===== src/rtl/io_pulse_pkg.sv =====
package io_pulse_pkg;

  localparam int CLK_PERIOD_NS = 25;
  localparam int OFF_NS        = 650;
  localparam int STROBE_NS     = 750;
  localparam int PASS_NS       = 1200;
  localparam int OFF_CYC       = (OFF_NS + CLK_PERIOD_NS - 1) / CLK_PERIOD_NS;
  localparam int STROBE_CYC    = (STROBE_NS + CLK_PERIOD_NS - 1) / CLK_PERIOD_NS;
  localparam int PASS_CYC      = (PASS_NS + CLK_PERIOD_NS - 1) / CLK_PERIOD_NS;

  localparam logic [2:0] XFER_OPCODE = 3'h6;
  localparam logic [2:0] STAGE_FIRST = 3'h1;

  localparam logic [11:0] CTRL_ADDR   = 12'h000;
  localparam logic [11:0] STATUS_ADDR = 12'h004;
  localparam logic [11:0] FLAGS_ADDR  = 12'h008;
  localparam logic [11:0] BADDR_ADDR  = 12'h00c;

  localparam int CTRL_EXT_MEM_BIT = 0;
  localparam logic CTRL_RESET     = 1'b0;

  typedef struct packed {
    logic [11:0] acc_data;
    logic        int_req;
    logic        skip;
    logic        clear_acc;
    logic        break_req;
    logic        three_cycle;
    logic        inc_mb;
    logic        data_in;
    logic        ca_inc;
    logic [11:0] break_addr;
    logic [2:0]  ext_addr;
    logic [11:0] break_data;
  } periph_in_s;

  typedef struct packed {
    logic [11:0] buffered_memory_bus;
    logic [5:0]  dev_code_n;
    logic        break_active;
    logic        addr_accepted;
    logic        wc_overflow;
    logic        time_state_two;
    logic        time_state_five;
    logic        run;
    logic        bus_init_a;
    logic        bus_init_b;
  } bus_out_s;

  typedef enum logic [1:0] {
    SEQ_IDLE,
    SEQ_ARMED,
    SEQ_PASS
  } seq_state_e;

endpackage : io_pulse_pkg


===== src/rtl/io_bus_pulse_and_break_port.sv =====
`timescale 1ns/1ps
`default_nettype none

module io_bus_pulse_and_break_port #(
  parameter int PASS_CYC = io_pulse_pkg::PASS_CYC
) (
  input  wire logic                     clk,
  input  wire logic                     rst_n,
  // APB slave
  input  wire logic                     psel,
  input  wire logic                     penable,
  input  wire logic                     pwrite,
  input  wire logic [11:0]              paddr,
  input  wire logic [31:0]              pwdata,
  output var  logic [31:0]              prdata,
  output logic                          pready,
  output logic                          pslverr,
  // Processor side, same clock
  input  wire logic                     fetch_t4,
  input  wire logic [2:0]               opcode,
  input  wire logic [2:0]               io_transfer_instruction,
  input  wire logic                     time_pulse_five,
  input  wire logic                     time_state_two,
  input  wire logic                     time_state_five,
  input  wire logic                     run_flag,
  input  wire logic [11:0]              memory_bus,
  input  wire logic                     break_cycle,
  input  wire logic                     addr_accept_evt,
  input  wire logic                     wc_overflow_evt,
  input  wire logic                     io_preset,
  output logic                          transfer_pause_flag,
  output logic                          hold_time_state_five,
  output logic                          io_strobe,
  output var  logic [14:0]              break_address,
  output var  io_pulse_pkg::periph_in_s from_periph,
  // Peripheral pins
  input  wire io_pulse_pkg::periph_in_s periph_pins,
  output logic [2:0]                    buffered_io_pulse,
  output var  io_pulse_pkg::bus_out_s   to_periph
);

  // Counter is 8 bits and the strobe must fall inside the first pass
  if (PASS_CYC <= io_pulse_pkg::STROBE_CYC || PASS_CYC > 255) begin : g_bad_pass
    $error("PASS_CYC must exceed strobe point and fit 8 bits");
  end

  localparam int OFF_C    = io_pulse_pkg::OFF_CYC;
  localparam int STROBE_C = io_pulse_pkg::STROBE_CYC;
  localparam int PASS_C   = PASS_CYC;

  // Three-flop synchroniser with agreement filter
  io_pulse_pkg::periph_in_s sync1_r, sync2_r, sync3_r, pin_r;
  always_ff @(posedge clk or negedge rst_n) begin
    if (!rst_n) begin
      sync1_r <= '0;
      sync2_r <= '0;
      sync3_r <= '0;
      pin_r   <= '0;
    end else begin
      sync1_r <= periph_pins;
      sync2_r <= sync1_r;
      sync3_r <= sync2_r;
      // Keep the old value while the last two stages disagree
      pin_r   <= (pin_r & (sync2_r ^ sync3_r)) | (sync3_r & ~(sync2_r ^ sync3_r));
    end
  end
  assign from_periph = pin_r;

  // Pulse timing sequencer
  io_pulse_pkg::seq_state_e state_r, state_nxt;
  logic [7:0] cnt_r, cnt_nxt;
  logic [2:0] stage_r, stage_nxt;
  logic       pause_r, pause_nxt;
  logic       sample_r, sample_nxt;
  logic       strobe_r, strobe_nxt;
  logic       five_d_r;
  logic       ext_mem_r;

  wire five_fall   = five_d_r && !time_pulse_five;
  wire xfer_decode = fetch_t4 && (opcode == io_pulse_pkg::XFER_OPCODE);
  wire at_off      = (state_r == io_pulse_pkg::SEQ_PASS) && (cnt_r == 8'(OFF_C - 1));
  wire at_pass     = (state_r == io_pulse_pkg::SEQ_PASS) && (cnt_r == 8'(PASS_C - 1));
  wire at_strobe   = (state_r == io_pulse_pkg::SEQ_PASS) && stage_r[0] &&
                     (cnt_r == 8'(STROBE_C - 1));
  wire pulse_off   = at_off;
  wire digit_nz    = |io_transfer_instruction;

  always_comb begin
    state_nxt  = state_r;
    cnt_nxt    = cnt_r;
    stage_nxt  = stage_r;
    pause_nxt  = pause_r;
    sample_nxt = sample_r;
    strobe_nxt = 1'b0;
    unique case (state_r)
      io_pulse_pkg::SEQ_IDLE: begin
        if (xfer_decode) begin
          pause_nxt = 1'b1;
          stage_nxt = {1'b0, stage_r[1:0]};
          state_nxt = io_pulse_pkg::SEQ_ARMED;
        end
      end
      io_pulse_pkg::SEQ_ARMED: begin
        if (five_fall) begin
          stage_nxt  = io_pulse_pkg::STAGE_FIRST;
          sample_nxt = 1'b1;
          cnt_nxt    = '0;
          state_nxt  = io_pulse_pkg::SEQ_PASS;
        end
      end
      io_pulse_pkg::SEQ_PASS: begin
        cnt_nxt = cnt_r + 8'h01;
        if (at_strobe)
          strobe_nxt = digit_nz;
        if (pulse_off) begin
          sample_nxt = 1'b0;
          if (stage_r[2]) begin
            pause_nxt = 1'b0;
            stage_nxt = '0;
            state_nxt = io_pulse_pkg::SEQ_IDLE;
          end
        end
        if (at_pass) begin
          cnt_nxt    = '0;
          stage_nxt  = {stage_r[1:0], 1'b0};
          sample_nxt = 1'b1;
        end
      end
    endcase
  end

  always_ff @(posedge clk or negedge rst_n) begin
    if (!rst_n) begin
      state_r  <= io_pulse_pkg::SEQ_IDLE;
      cnt_r    <= '0;
      stage_r  <= '0;
      pause_r  <= 1'b0;
      sample_r <= 1'b0;
      strobe_r <= 1'b0;
      five_d_r <= 1'b0;
    end else begin
      state_r  <= state_nxt;
      cnt_r    <= cnt_nxt;
      stage_r  <= stage_nxt;
      pause_r  <= pause_nxt;
      sample_r <= sample_nxt;
      strobe_r <= strobe_nxt;
      five_d_r <= time_pulse_five;
    end
  end

  assign buffered_io_pulse    = {3{sample_r}} & stage_r & io_transfer_instruction;
  assign transfer_pause_flag  = pause_r;
  assign hold_time_state_five = pause_r;
  assign io_strobe            = strobe_r;

  // Bus buffers, one register stage each
  io_pulse_pkg::bus_out_s out_r;
  logic preset_d_r;
  always_ff @(posedge clk or negedge rst_n) begin
    if (!rst_n) begin
      out_r         <= '0;
      preset_d_r    <= 1'b0;
      break_address <= '0;
    end else begin
      out_r.buffered_memory_bus <= memory_bus;
      out_r.dev_code_n          <= ~memory_bus[8:3];
      out_r.break_active        <= break_cycle;
      out_r.addr_accepted       <= addr_accept_evt;
      out_r.wc_overflow         <= wc_overflow_evt;
      out_r.time_state_two      <= time_state_two;
      out_r.time_state_five     <= time_state_five;
      out_r.run                 <= run_flag;
      out_r.bus_init_a          <= io_preset;
      out_r.bus_init_b          <= io_preset && !preset_d_r;
      preset_d_r                <= io_preset;
      // Without extended memory the field bits must not leak stale pins
      break_address <= {ext_mem_r ? pin_r.ext_addr : 3'h0, pin_r.break_addr};
    end
  end
  assign to_periph = out_r;

  // APB slave, zero wait states, read data staged in setup phase
  wire hit_ctrl   = (paddr == io_pulse_pkg::CTRL_ADDR);
  wire hit_status = (paddr == io_pulse_pkg::STATUS_ADDR);
  wire hit_flags  = (paddr == io_pulse_pkg::FLAGS_ADDR);
  wire hit_baddr  = (paddr == io_pulse_pkg::BADDR_ADDR);
  wire mapped     = hit_ctrl | hit_status | hit_flags | hit_baddr;
  wire setup_ph   = psel && !penable;
  wire wr_ctrl    = psel && penable && pwrite && hit_ctrl;

  wire [31:0] rd_mux =
    hit_ctrl   ? {31'h0, ext_mem_r} :
    hit_status ? {24'h0, strobe_r, sample_r, pause_r, stage_r, state_r} :
    hit_flags  ? {20'h0, pin_r.int_req, pin_r.skip, pin_r.clear_acc, pin_r.break_req,
                  pin_r.three_cycle, pin_r.inc_mb, pin_r.data_in, pin_r.ca_inc, 4'h0} :
    hit_baddr  ? {17'h0, break_address} : 32'h0;

  always_ff @(posedge clk or negedge rst_n) begin
    if (!rst_n) begin
      prdata    <= '0;
      ext_mem_r <= io_pulse_pkg::CTRL_RESET;
    end else begin
      if (setup_ph && !pwrite)
        prdata <= rd_mux;
      if (wr_ctrl)
        ext_mem_r <= pwdata[io_pulse_pkg::CTRL_EXT_MEM_BIT];
    end
  end

  assign pready  = 1'b1;
  assign pslverr = psel && penable && !mapped;

  // Assertions
  // Enable is seen high on OFF_CYC edges, first low edge comes OFF_CYC - 7 edges after the last of the eight counted
  localparam int OFF_LO  = io_pulse_pkg::OFF_CYC - 7;
  localparam int OFF_HI  = io_pulse_pkg::OFF_CYC - 7;
endmodule : io_bus_pulse_and_break_port

`default_nettype wire


===== config.mk =====
export PLATFORM = sky130hd
export DESIGN_NAME = io_bus_pulse_and_break_port
export DESIGN_NICKNAME = d
export VERILOG_FILES = /design/src/rtl/io_pulse_pkg.sv /design/src/rtl/io_bus_pulse_and_break_port.sv
export SDC_FILE = /design/constraint.sdc
export NUM_CORES = 1
export LEC_CHECK = 0
export BUFFER_PORTS_ARGS = -buffer_cell sky130_fd_sc_hd__buf_4
export CORE_ASPECT_RATIO = 1.4
export CORE_MARGIN = 5
export CORE_UTILIZATION = 40
export DETAILED_ROUTE_END_ITERATION = 6
export GPL_TIMING_DRIVEN = 0
export HOLD_SLACK_MARGIN = 0.03
export PLACE_DENSITY_LB_ADDON = 0.3
export SLEW_MARGIN = 30
export SYNTH_ARGS = -nofsm -noshare
export SYNTH_HDL_FRONTEND = slang
export SYNTH_SLANG_ARGS = --single-unit

===== constraint.sdc =====
create_clock -name clk -period 2.4 [get_ports clk]
set_input_delay 0.48 -clock clk [delete_from_list [all_inputs] [get_ports clk]]
set_output_delay 0.48 -clock clk [all_outputs]
set_load 0.05 [all_outputs]

==> results_dict.tcl, run 1 <==
set metrics [dict create \
    worst_slew_pin_slew_ns 0.625 \
    p_per_area_nw_per_um2 932 \
    fin_util_pct 54.2 \
    rows 62 \
    htreeDepth 1 \
    power.internal_mw 7.55 \
    postRouteAntennaNets 0 \
    grt_antenna_before_repair 0 \
    yosysTopAreaCell "dfrtp_1" \
    grt_pass1_wl_um 26700 \
    seq_area_frac_synth_pct 79.5 \
    crit_type "in -> out" \
    r2r-start "state_r[0]" \
    finalCriticalPeriod_ns 2.30 \
    relSlewSlack_pct 58.3 \
    clock_sink_count 262 \
    yosysMostFrequentCell "dfrtp_1" \
    via_per_inst 4.57 \
    cts_root_buffer "clkbuf_16" \
    syn2layout_area_growth_pct 34.2 \
    clockBufferDepth 3 \
    diodes 0 \
    yosysWarnings 0 \
    netlist-cell-type-count 40 \
    status "complete, no violations" \
    drive_above_1_share_pct 37.2 \
    post_drt_wl_per_cell_um 15.8 \
    gp_congestion 0.808 \
    hp-class "in -> reg" \
    drtPass1Iterations 4 \
    fin_nets 872 \
    synth-seq-cells 262 \
    clkLatencyLatePin_ns 0.50 \
    p_switching_mw 2.77 \
    crit_arrival_ns 1.82 \
    yosys.area_share.adder_pct 6.61 \
    end_kind "output port" \
    critical_path_required_ns 1.92 \
    syn_inst 495 \
    start_util_pct 40.4 \
    hold_viol_final 0 \
    setup_slack_ns 0.0958 \
    gr-usage-all-layers_pct 13.5 \
    yosys-mux-area-fraction_pct 2.34 \
    synthArstFlopShare_pct 100 \
    clkTransAtPathRegs_ns 0.06 \
    synthTopCellsByCount "262 x dfrtp_1, 47 x maj3_1, 28 x nand2_1" \
    filler_cell_count 1705 \
    seqPwrFrac_pct 47.8 \
    cap_violations 0 \
    fin_setup_tns_ns 0 \
    yosys_most_used_dff "dfrtp_1" \
    p_leak_nw 5.23 \
    crit_path_max_fanout 7 \
    vdd_drop_max_mv 0.593 \
    setup_viol 0 \
    totalWireLength_um 16100 \
    die_w_um 131 \
    reg2reg_slack_ns 0.31 \
    drc 0 \
    fin_worst_skew_ns 0.00608 \
    postCtsSetupRepairBufs 0 \
    first_iter_violations 225 \
    vias 4651 \
    hold_depth 1 \
    synthXorXnorAreaFrac_pct 0 \
    finalPower_mw 10.3 \
    dieHeight_um 180 \
    cts_tree "yes" \
    p_sw_share_pct 26.8 \
    worstSetupStartpoint "paddr[5]" \
    rsz0062_at_grt "no" \
    dieArea_um2 23600 \
    place_ws_ns 0.0814 \
    io_pins 251 \
    post-synth-top-area-fraction_pct 79.5 \
    combPwrFrac_pct 15.1 \
    portBuffers 201 \
    whs_ns 0.0848 \
    post-dp-hpwl_um 11800 \
    first_global_vias 5218 \
    synthTopCellsByArea "dfrtp_1 79%, maj3_1 5.7%, buf_4 1.8%" \
    r2r_cells 8 \
    r2r_end "sample_r" \
    cp-start-kind "input port" \
    grt-ovfl-total 0 \
    syn_area_um2 8250 \
    synth-simple-area-share_pct 5.16 \
    clkPwrFrac_pct 37.1 \
    fmax_ghz 0.434 \
    cts_buffers 25 \
    grt_max_degree 82 \
    synth_edf_count 0 \
    synth_top_family_by_area "adder cells" \
    slew_viol_final 0 \
    endpoint "pslverr" \
    avgSynthCellArea_um2 16.7 \
    fin_crit_sh_pct 96.0 \
    fp.coreArea_um2 20400 \
    synth_compound_gate_area_share_pct 3.61 \
]
-- power by group through the flow --
stage / combinational, mW / sequential (mW) / clock (mW)
after floorplan: 0.552 / 5.39 / 0
after global placement: 1.49 / 5.00 / 0
after detailed placement: 1.56 / 5.01 / 0
after CTS: 1.57 / 4.93 / 3.99
after global routing: 1.67 / 4.97 / 4.16
final: 1.55 / 4.93 / 3.83
-- repair_timing --
action / 4_1_cts / 5_1_grt
hold buffers: 1 / 0
endpoints found under the hold margin: 44 / 0
resized for setup: 0 / 0
-- stage by stage --
step                      instances  instance area, um2
final                          1017               11100
after global routing           1017               11100
after CTS                      1017               11100
after detailed placement        971               10200
after global placement          968               10100
after floorplan                 511                8310
-- worst max-delay path: stages --
cell	delay, ns
buf_4	0.10
or4_4	0.53
nor4_4	0.41
nor2_1	0.09
buf_4	0.20
-- metal layers --
metal	GRT usage [%]	routed length (um)
met5	0	0
met4	4.49	444
met3	5.31	1600
met2	23.0	8120
met1	15.7	5910
-- kinds of logic after synthesis --
kind of cell	count (synthesis)
flops	262
simple gates	78
fa+ha+maj	53
compound gates	43
buf+inv	39
mux	18
other cells	2
-- worst min path at each step --
stage	startpoint	endpoint	slack (ns)
6_report	memory_bus[2]	to_periph[16]	0.08
5_1_grt	periph_pins[10]	sync1_r[10]	0.06
4_1_cts	periph_pins[44]	sync1_r[44]	0.06
3_5_place_dp	sync1_r[31]	sync2_r[31]	0.33
3_3_place_gp	sync1_r[38]	sync2_r[38]	0.33
2_1_floorplan	rst_n	async pin	0.18
-- final cells by class --
type                       instances  area (um2)  area share (%)
clock inverter                     9        81.3           0.735
sequential                       262        6560            59.2
inverter                          12        45.0           0.407
buffer                            27         179            1.62
tap                              256         320            2.89
clock buffer                      36         747            6.75
timing repair buffer             205        1610            14.5
multi-input combinational        210        1530            13.8
-- placed cells by master, fill, tap and decap left out, types with 5 or more instances in the layout --
master	instances
maj3_1	47
mux2_2	9
nor3_1	6
a22o_1	6
ha_1	6
clkbuf_1	6
clkbuf_8	8
conb_1	18
clkbuf_16	25
inv_1	12
dfrtp_1	262
nand2b_1	5
buf_4	220
nor2_1	5
o21ai_0	21
nand2_1	28
mux2i_1	8
and3_1	6
nand3_1	9
a22oi_1	5
clkinv_2	5
No activity file was read; power rests on OpenSTA's default activity.
==> run 2, diff against run 1 <==
Clock period 2.4 ns to 2 ns, I/O delays scaled along.
==> run 2 against run 1 <==
Net effect:
- first-iteration DRC count decreased by 11%
- sequential share of layout area fell by 3.7 points
- hold slack better by 0.050 ns
- die area stayed put
- combinational power is 33% higher
- via count up 6.0%
- largest cell class unchanged
- largest power group unchanged
- highest routed layer unchanged
==> results_dict.tcl, run 2 (same netlist as run 1, synthesis figures left out) <==
set metrics [dict create \
    vias 4929 \
    hold_depth 2 \
    clkLatencyLatePin_ns 0.50 \
    cts_tree "yes" \
    postRouteAntennaNets 0 \
    p_per_area_nw_per_um2 1070 \
    grt_antenna_before_repair 1 \
    post-dp-hpwl_um 11800 \
    p_leak_nw 5.54 \
    cp_num_buf_inv 2 \
    grt_pass1_wl_um 28200 \
    worst_path_max_delay_cell "or4_4" \
    io_pins 251 \
    htreeDepth 1 \
    setup_viol 0 \
    clkTransAtPathRegs_ns 0.06 \
    hold_viol_final 0 \
    hp-class "in -> reg" \
    first_iter_violations 201 \
    worst_slew_pin_slew_ns 0.648 \
    grt-ovfl-total 0 \
    fin_crit_sh_pct 98.4 \
    clockBufferDepth 3 \
    crit_arrival_ns 1.57 \
    drive_above_1_share_pct 35.1 \
    slew_viol_final 0 \
    cp-start-kind "input port" \
    critical_path_required_ns 1.60 \
    r2r_cells 7 \
    place_ws_ns -0.159 \
    fp.coreArea_um2 20400 \
    fin_worst_skew_ns 0.00755 \
    rows 62 \
    vdd_drop_max_mv 0.708 \
    via_per_inst 4.52 \
    cap_violations 0 \
    cts_buffers 25 \
    rsz0062_at_grt "no" \
    slowest_delay_ns 0.53 \
    totalWireLength_um 16900 \
    first_global_vias 5509 \
    end_kind "output port" \
    crit_path_max_fanout 2 \
    crit_family "simple AND/OR/NAND/NOR gates" \
    status "complete, no violations" \
    filler_cell_count 1606 \
    drc 0 \
    drtPass1Iterations 4 \
    dieArea_um2 23600 \
    relSlewSlack_pct 56.8 \
    multiInputGateArea_um2 1540 \
    finalCriticalPeriod_ns 1.97 \
    syn2layout_area_growth_pct 43.1 \
    post_drt_wl_per_cell_um 15.5 \
    setup_slack_ns 0.0329 \
    crit_cells 5 \
    crit_chain "buf_4, or4_4, nor4_4, nor2_1, buf_6" \
    clock_sink_count 262 \
    final_cell_mix "262 x dfrtp_1, 225 x buf_4, 68 x dlygate4sd3_1" \
    portBuffers 201 \
    seq_area_um2 6560 \
    fin_nets 944 \
    gp_congestion 0.808 \
    layout_commonest_cell "dfrtp_1" \
    die_w_um 131 \
    grt_max_degree 82 \
    dieHeight_um 180 \
    finalPower_mw 12.6 \
    fmax_ghz 0.508 \
    cts_root_buffer "clkbuf_16" \
    start_util_pct 40.4 \
    gr-usage-all-layers_pct 14.2 \
    crit_type "in -> out" \
]
## run 2: layout make-up
class,count,area share (%)
antenna,1,0.0212
buffer,27,1.57
clock buffer,36,6.33
clock inverter,9,0.689
inverter,12,0.382
multi-input combinational,210,13.1
sequential,262,55.6
tap,256,2.71
timing repair buffer,277,19.7
## run 2: path summary, 6_finish.rpt
kind                            slack (ns)     endpoint        start
worst max register to register        0.13     cnt_r[6]   state_r[0]
max in group asynchronous             0.60    async pin        rst_n
worst min-delay path                  0.14    ext_mem_r    pwdata[0]
worst max-delay path                  0.03      pslverr     paddr[5]
min in group asynchronous             0.38  sync2_r[34]        rst_n
worst min register to register        0.34  sync2_r[33]  sync1_r[33]
## run 2: stage by stage
step                      TNS (ns)  instance area, um2  hold slack (ns)  utilization [%]  std cells
final                            0               11800            0.135             57.8       1090
after global routing             0               11800            0.120             57.8       1090
after CTS                        0               11800            0.111             57.6       1085
after detailed placement    -0.546               10200            0.308             50.1        971
after global placement     -354.82               10100            0.331             49.7        968
after floorplan                  0                8310            0.104                -        511
## run 2: where the power goes
| group | total (mW) | internal [mW] | switching (mW) |
|---|---|---|---|
| clock | 4.61 | 2.73 | 1.88 |
| combinational | 2.06 | 0.803 | 1.25 |
| sequential | 5.91 | 5.67 | 0.248 |
## run 2: timing repair
item,in CTS,in global routing
hold endpoints to repair,115,0
gates resized for setup,3,7
setup buffers,1,4
pin swaps,1,2
hold buffers,68,0
setup endpoints to repair,3,8
## run 2: worst reg2reg max path: stages (launching register included)
cell	delay [ns]
dfrtp_1	0.40
inv_1	0.11
ha_1	0.15
buf_4	0.17
inv_1	0.07
mux2_2	0.33
or4_1	0.49
nand3_1	0.10
## run 2: per-layer routing
layer	wire, um	vias to the layer above	global-route usage (%)
li1	-	2288	-
met2	8680	177	24.2
met3	1390	39	4.45
met1	6380	2425	17.0
met5	0	-	0
met4	484	0	4.90
==> run 3, diff against run 2 <==
Settings changed: SETUP_SLACK_MARGIN set to 0.15.
==> run 3 against run 2 <==
Net effect:
- register-to-register slack improved by 0.06 ns
- utilization is 0.39 points higher
- clock skew about the same
- clock-buffer cell count stayed put
- flip-flop and latch count did not move
- routed wire length rose by 1.3%
- non-clock buffer count is 8 higher
- global-route usage rose by 0.052 points
- design area grew 0.67%
- sequential power about the same
- clock power hardly changed
- via count increased by 1.4%
==> results_dict.tcl, run 3 (same netlist as run 1, synthesis figures left out) <==
set metrics [dict create \
    finalCriticalPeriod_ns 1.89 \
    setup_viol 0 \
    status "complete, no violations" \
    place_ws_ns -0.141 \
    grt_max_degree 83 \
    crit_arrival_ns 1.49 \
    cts_buffers 25 \
    post_drt_wl_per_cell_um 15.6 \
    cp_num_buf_inv 2 \
    drtPass1Iterations 4 \
    p_leak_nw 5.58 \
    crit_chain "buf_6, or4_4, nor4_4, nor2_2, buf_6" \
    layout_commonest_cell "dfrtp_1" \
    grt-ovfl-total 0 \
    cap_violations 0 \
    gr-usage-all-layers_pct 14.3 \
    drc 0 \
    first_iter_violations 191 \
    crit_type "in -> out" \
    hold_viol_final 0 \
    cp-start-kind "input port" \
    crit_cells 5 \
    dieHeight_um 180 \
    cts_root_buffer "clkbuf_16" \
    vdd_drop_max_mv 0.703 \
    fp.coreArea_um2 20400 \
    totalWireLength_um 17200 \
    fin_nets 952 \
    whs_ns 0.132 \
    crit_path_max_fanout 2 \
    finalPower_mw 12.6 \
    cts_tree "yes" \
    p_per_area_nw_per_um2 1060 \
    fin_worst_skew_ns 0.00789 \
    first_global_vias 5432 \
    die_w_um 131 \
    syn2layout_area_growth_pct 44.0 \
    drive_above_1_share_pct 35.4 \
    postRouteAntennaNets 0 \
    crit_family "simple AND/OR/NAND/NOR gates" \
    slew_viol_final 0 \
    final_cell_area_um2 11900 \
    clkLatencyLatePin_ns 0.50 \
    post-dp-hpwl_um 11600 \
    hold_depth 2 \
    fin_crit_sh_pct 94.5 \
    htreeDepth 1 \
    worst_slew_pin_slew_ns 0.640 \
    clock_sink_count 262 \
    postPlaceCellArea_um2 10200 \
    setup_slack_ns 0.111 \
    rows 62 \
    grt_antenna_before_repair 4 \
    rsz0062_at_grt "yes" \
    relSlewSlack_pct 57.3 \
    dieArea_um2 23600 \
    gp_congestion 0.808 \
    critical_path_required_ns 1.60 \
    portBuffers 201 \
    hp-class "in -> reg" \
    r2r_cells 6 \
    start_util_pct 40.4 \
    path_common_cell "buf_6" \
    grt_pass1_wl_um 28000 \
    via_per_inst 4.54 \
    vias 4997 \
    clkTransAtPathRegs_ns 0.06 \
    slowest_delay_ns 0.53 \
    final_cell_mix "262 x dfrtp_1, 231 x buf_4, 68 x dlygate4sd3_1" \
    fmax_ghz 0.529 \
    end_kind "output port" \
    worst_path_max_delay_cell "or4_4" \
    io_pins 251 \
    clockBufferDepth 3 \
]
## run 3: worst register-to-register path, cell delays in order, from the launching register on
cell and delay, ns:
dfrtp_1 0.41, buf_4 0.15, ha_1 0.20, nand2b_1 0.14, nor4b_2 0.08, o21ai_0 0.34, mux2_2 0.38
## run 3: path summary, 6_finish.rpt
check                                     to   startpoint  slack, ns
setup / recovery                     pslverr    paddr[10]       0.11
hold / removal                     ext_mem_r    pwdata[0]       0.13
setup reg to reg                  state_r[1]     cnt_r[0]       0.19
hold reg to reg                  sync2_r[43]  sync1_r[43]       0.34
max in group asynchronous          async pin        rst_n       0.42
min in group asynchronous  break_address[11]        rst_n       0.47
## run 3: cell type report
type / instances / area [um2]
clock inverter: 8 / 95.1
antenna: 4 / 10.0
clock buffer: 36 / 717
multi-input combinational: 210 / 1550
timing repair buffer: 285 / 2400
fill: 1573 / 8520
inverter: 12 / 45.0
sequential: 262 / 6560
tap: 256 / 320
buffer: 27 / 189
## run 3: power by group
| group | switching, mW | leakage [nW] | internal [mW] |
|---|---|---|---|
| combinational | 1.27 | 2.06 | 0.860 |
| clock | 1.85 | 0.395 | 2.74 |
| sequential | 0.255 | 3.12 | 5.67 |
| total | 3.37 | 5.58 | 9.27 |
## run 3: repair_timing
item                                   in CTS  in global routing
resized for setup                           5                  6
endpoints found under the hold margin     119                  0
cloned                                      0                  0
setup endpoints to repair                  12                 15
hold buffers                               69                  0
setup buffers                               4                  8
pin swaps                                   4                  2
## run 3: layer usage
metal,GRT usage (%),vias to the layer above,wire [um]
met1,16.6,2473,6310
met2,24.7,177,8980
li1,-,2309,-
met4,5.52,0,550
met3,4.39,38,1310
met5,0,-,0
## run 3: through the flow
| step | setup TNS, ns | util, % | instances |
|---|---|---|---|
| finish | 0 | 58.2 | 1100 |
| global placement | -358.58 | 49.7 | 968 |
| CTS | 0 | 57.8 | 1088 |
| detailed placement | -0.498 | 50.1 | 971 |
| floorplan | 0 | - | 511 |
| global route | 0 | 58.2 | 1100 |
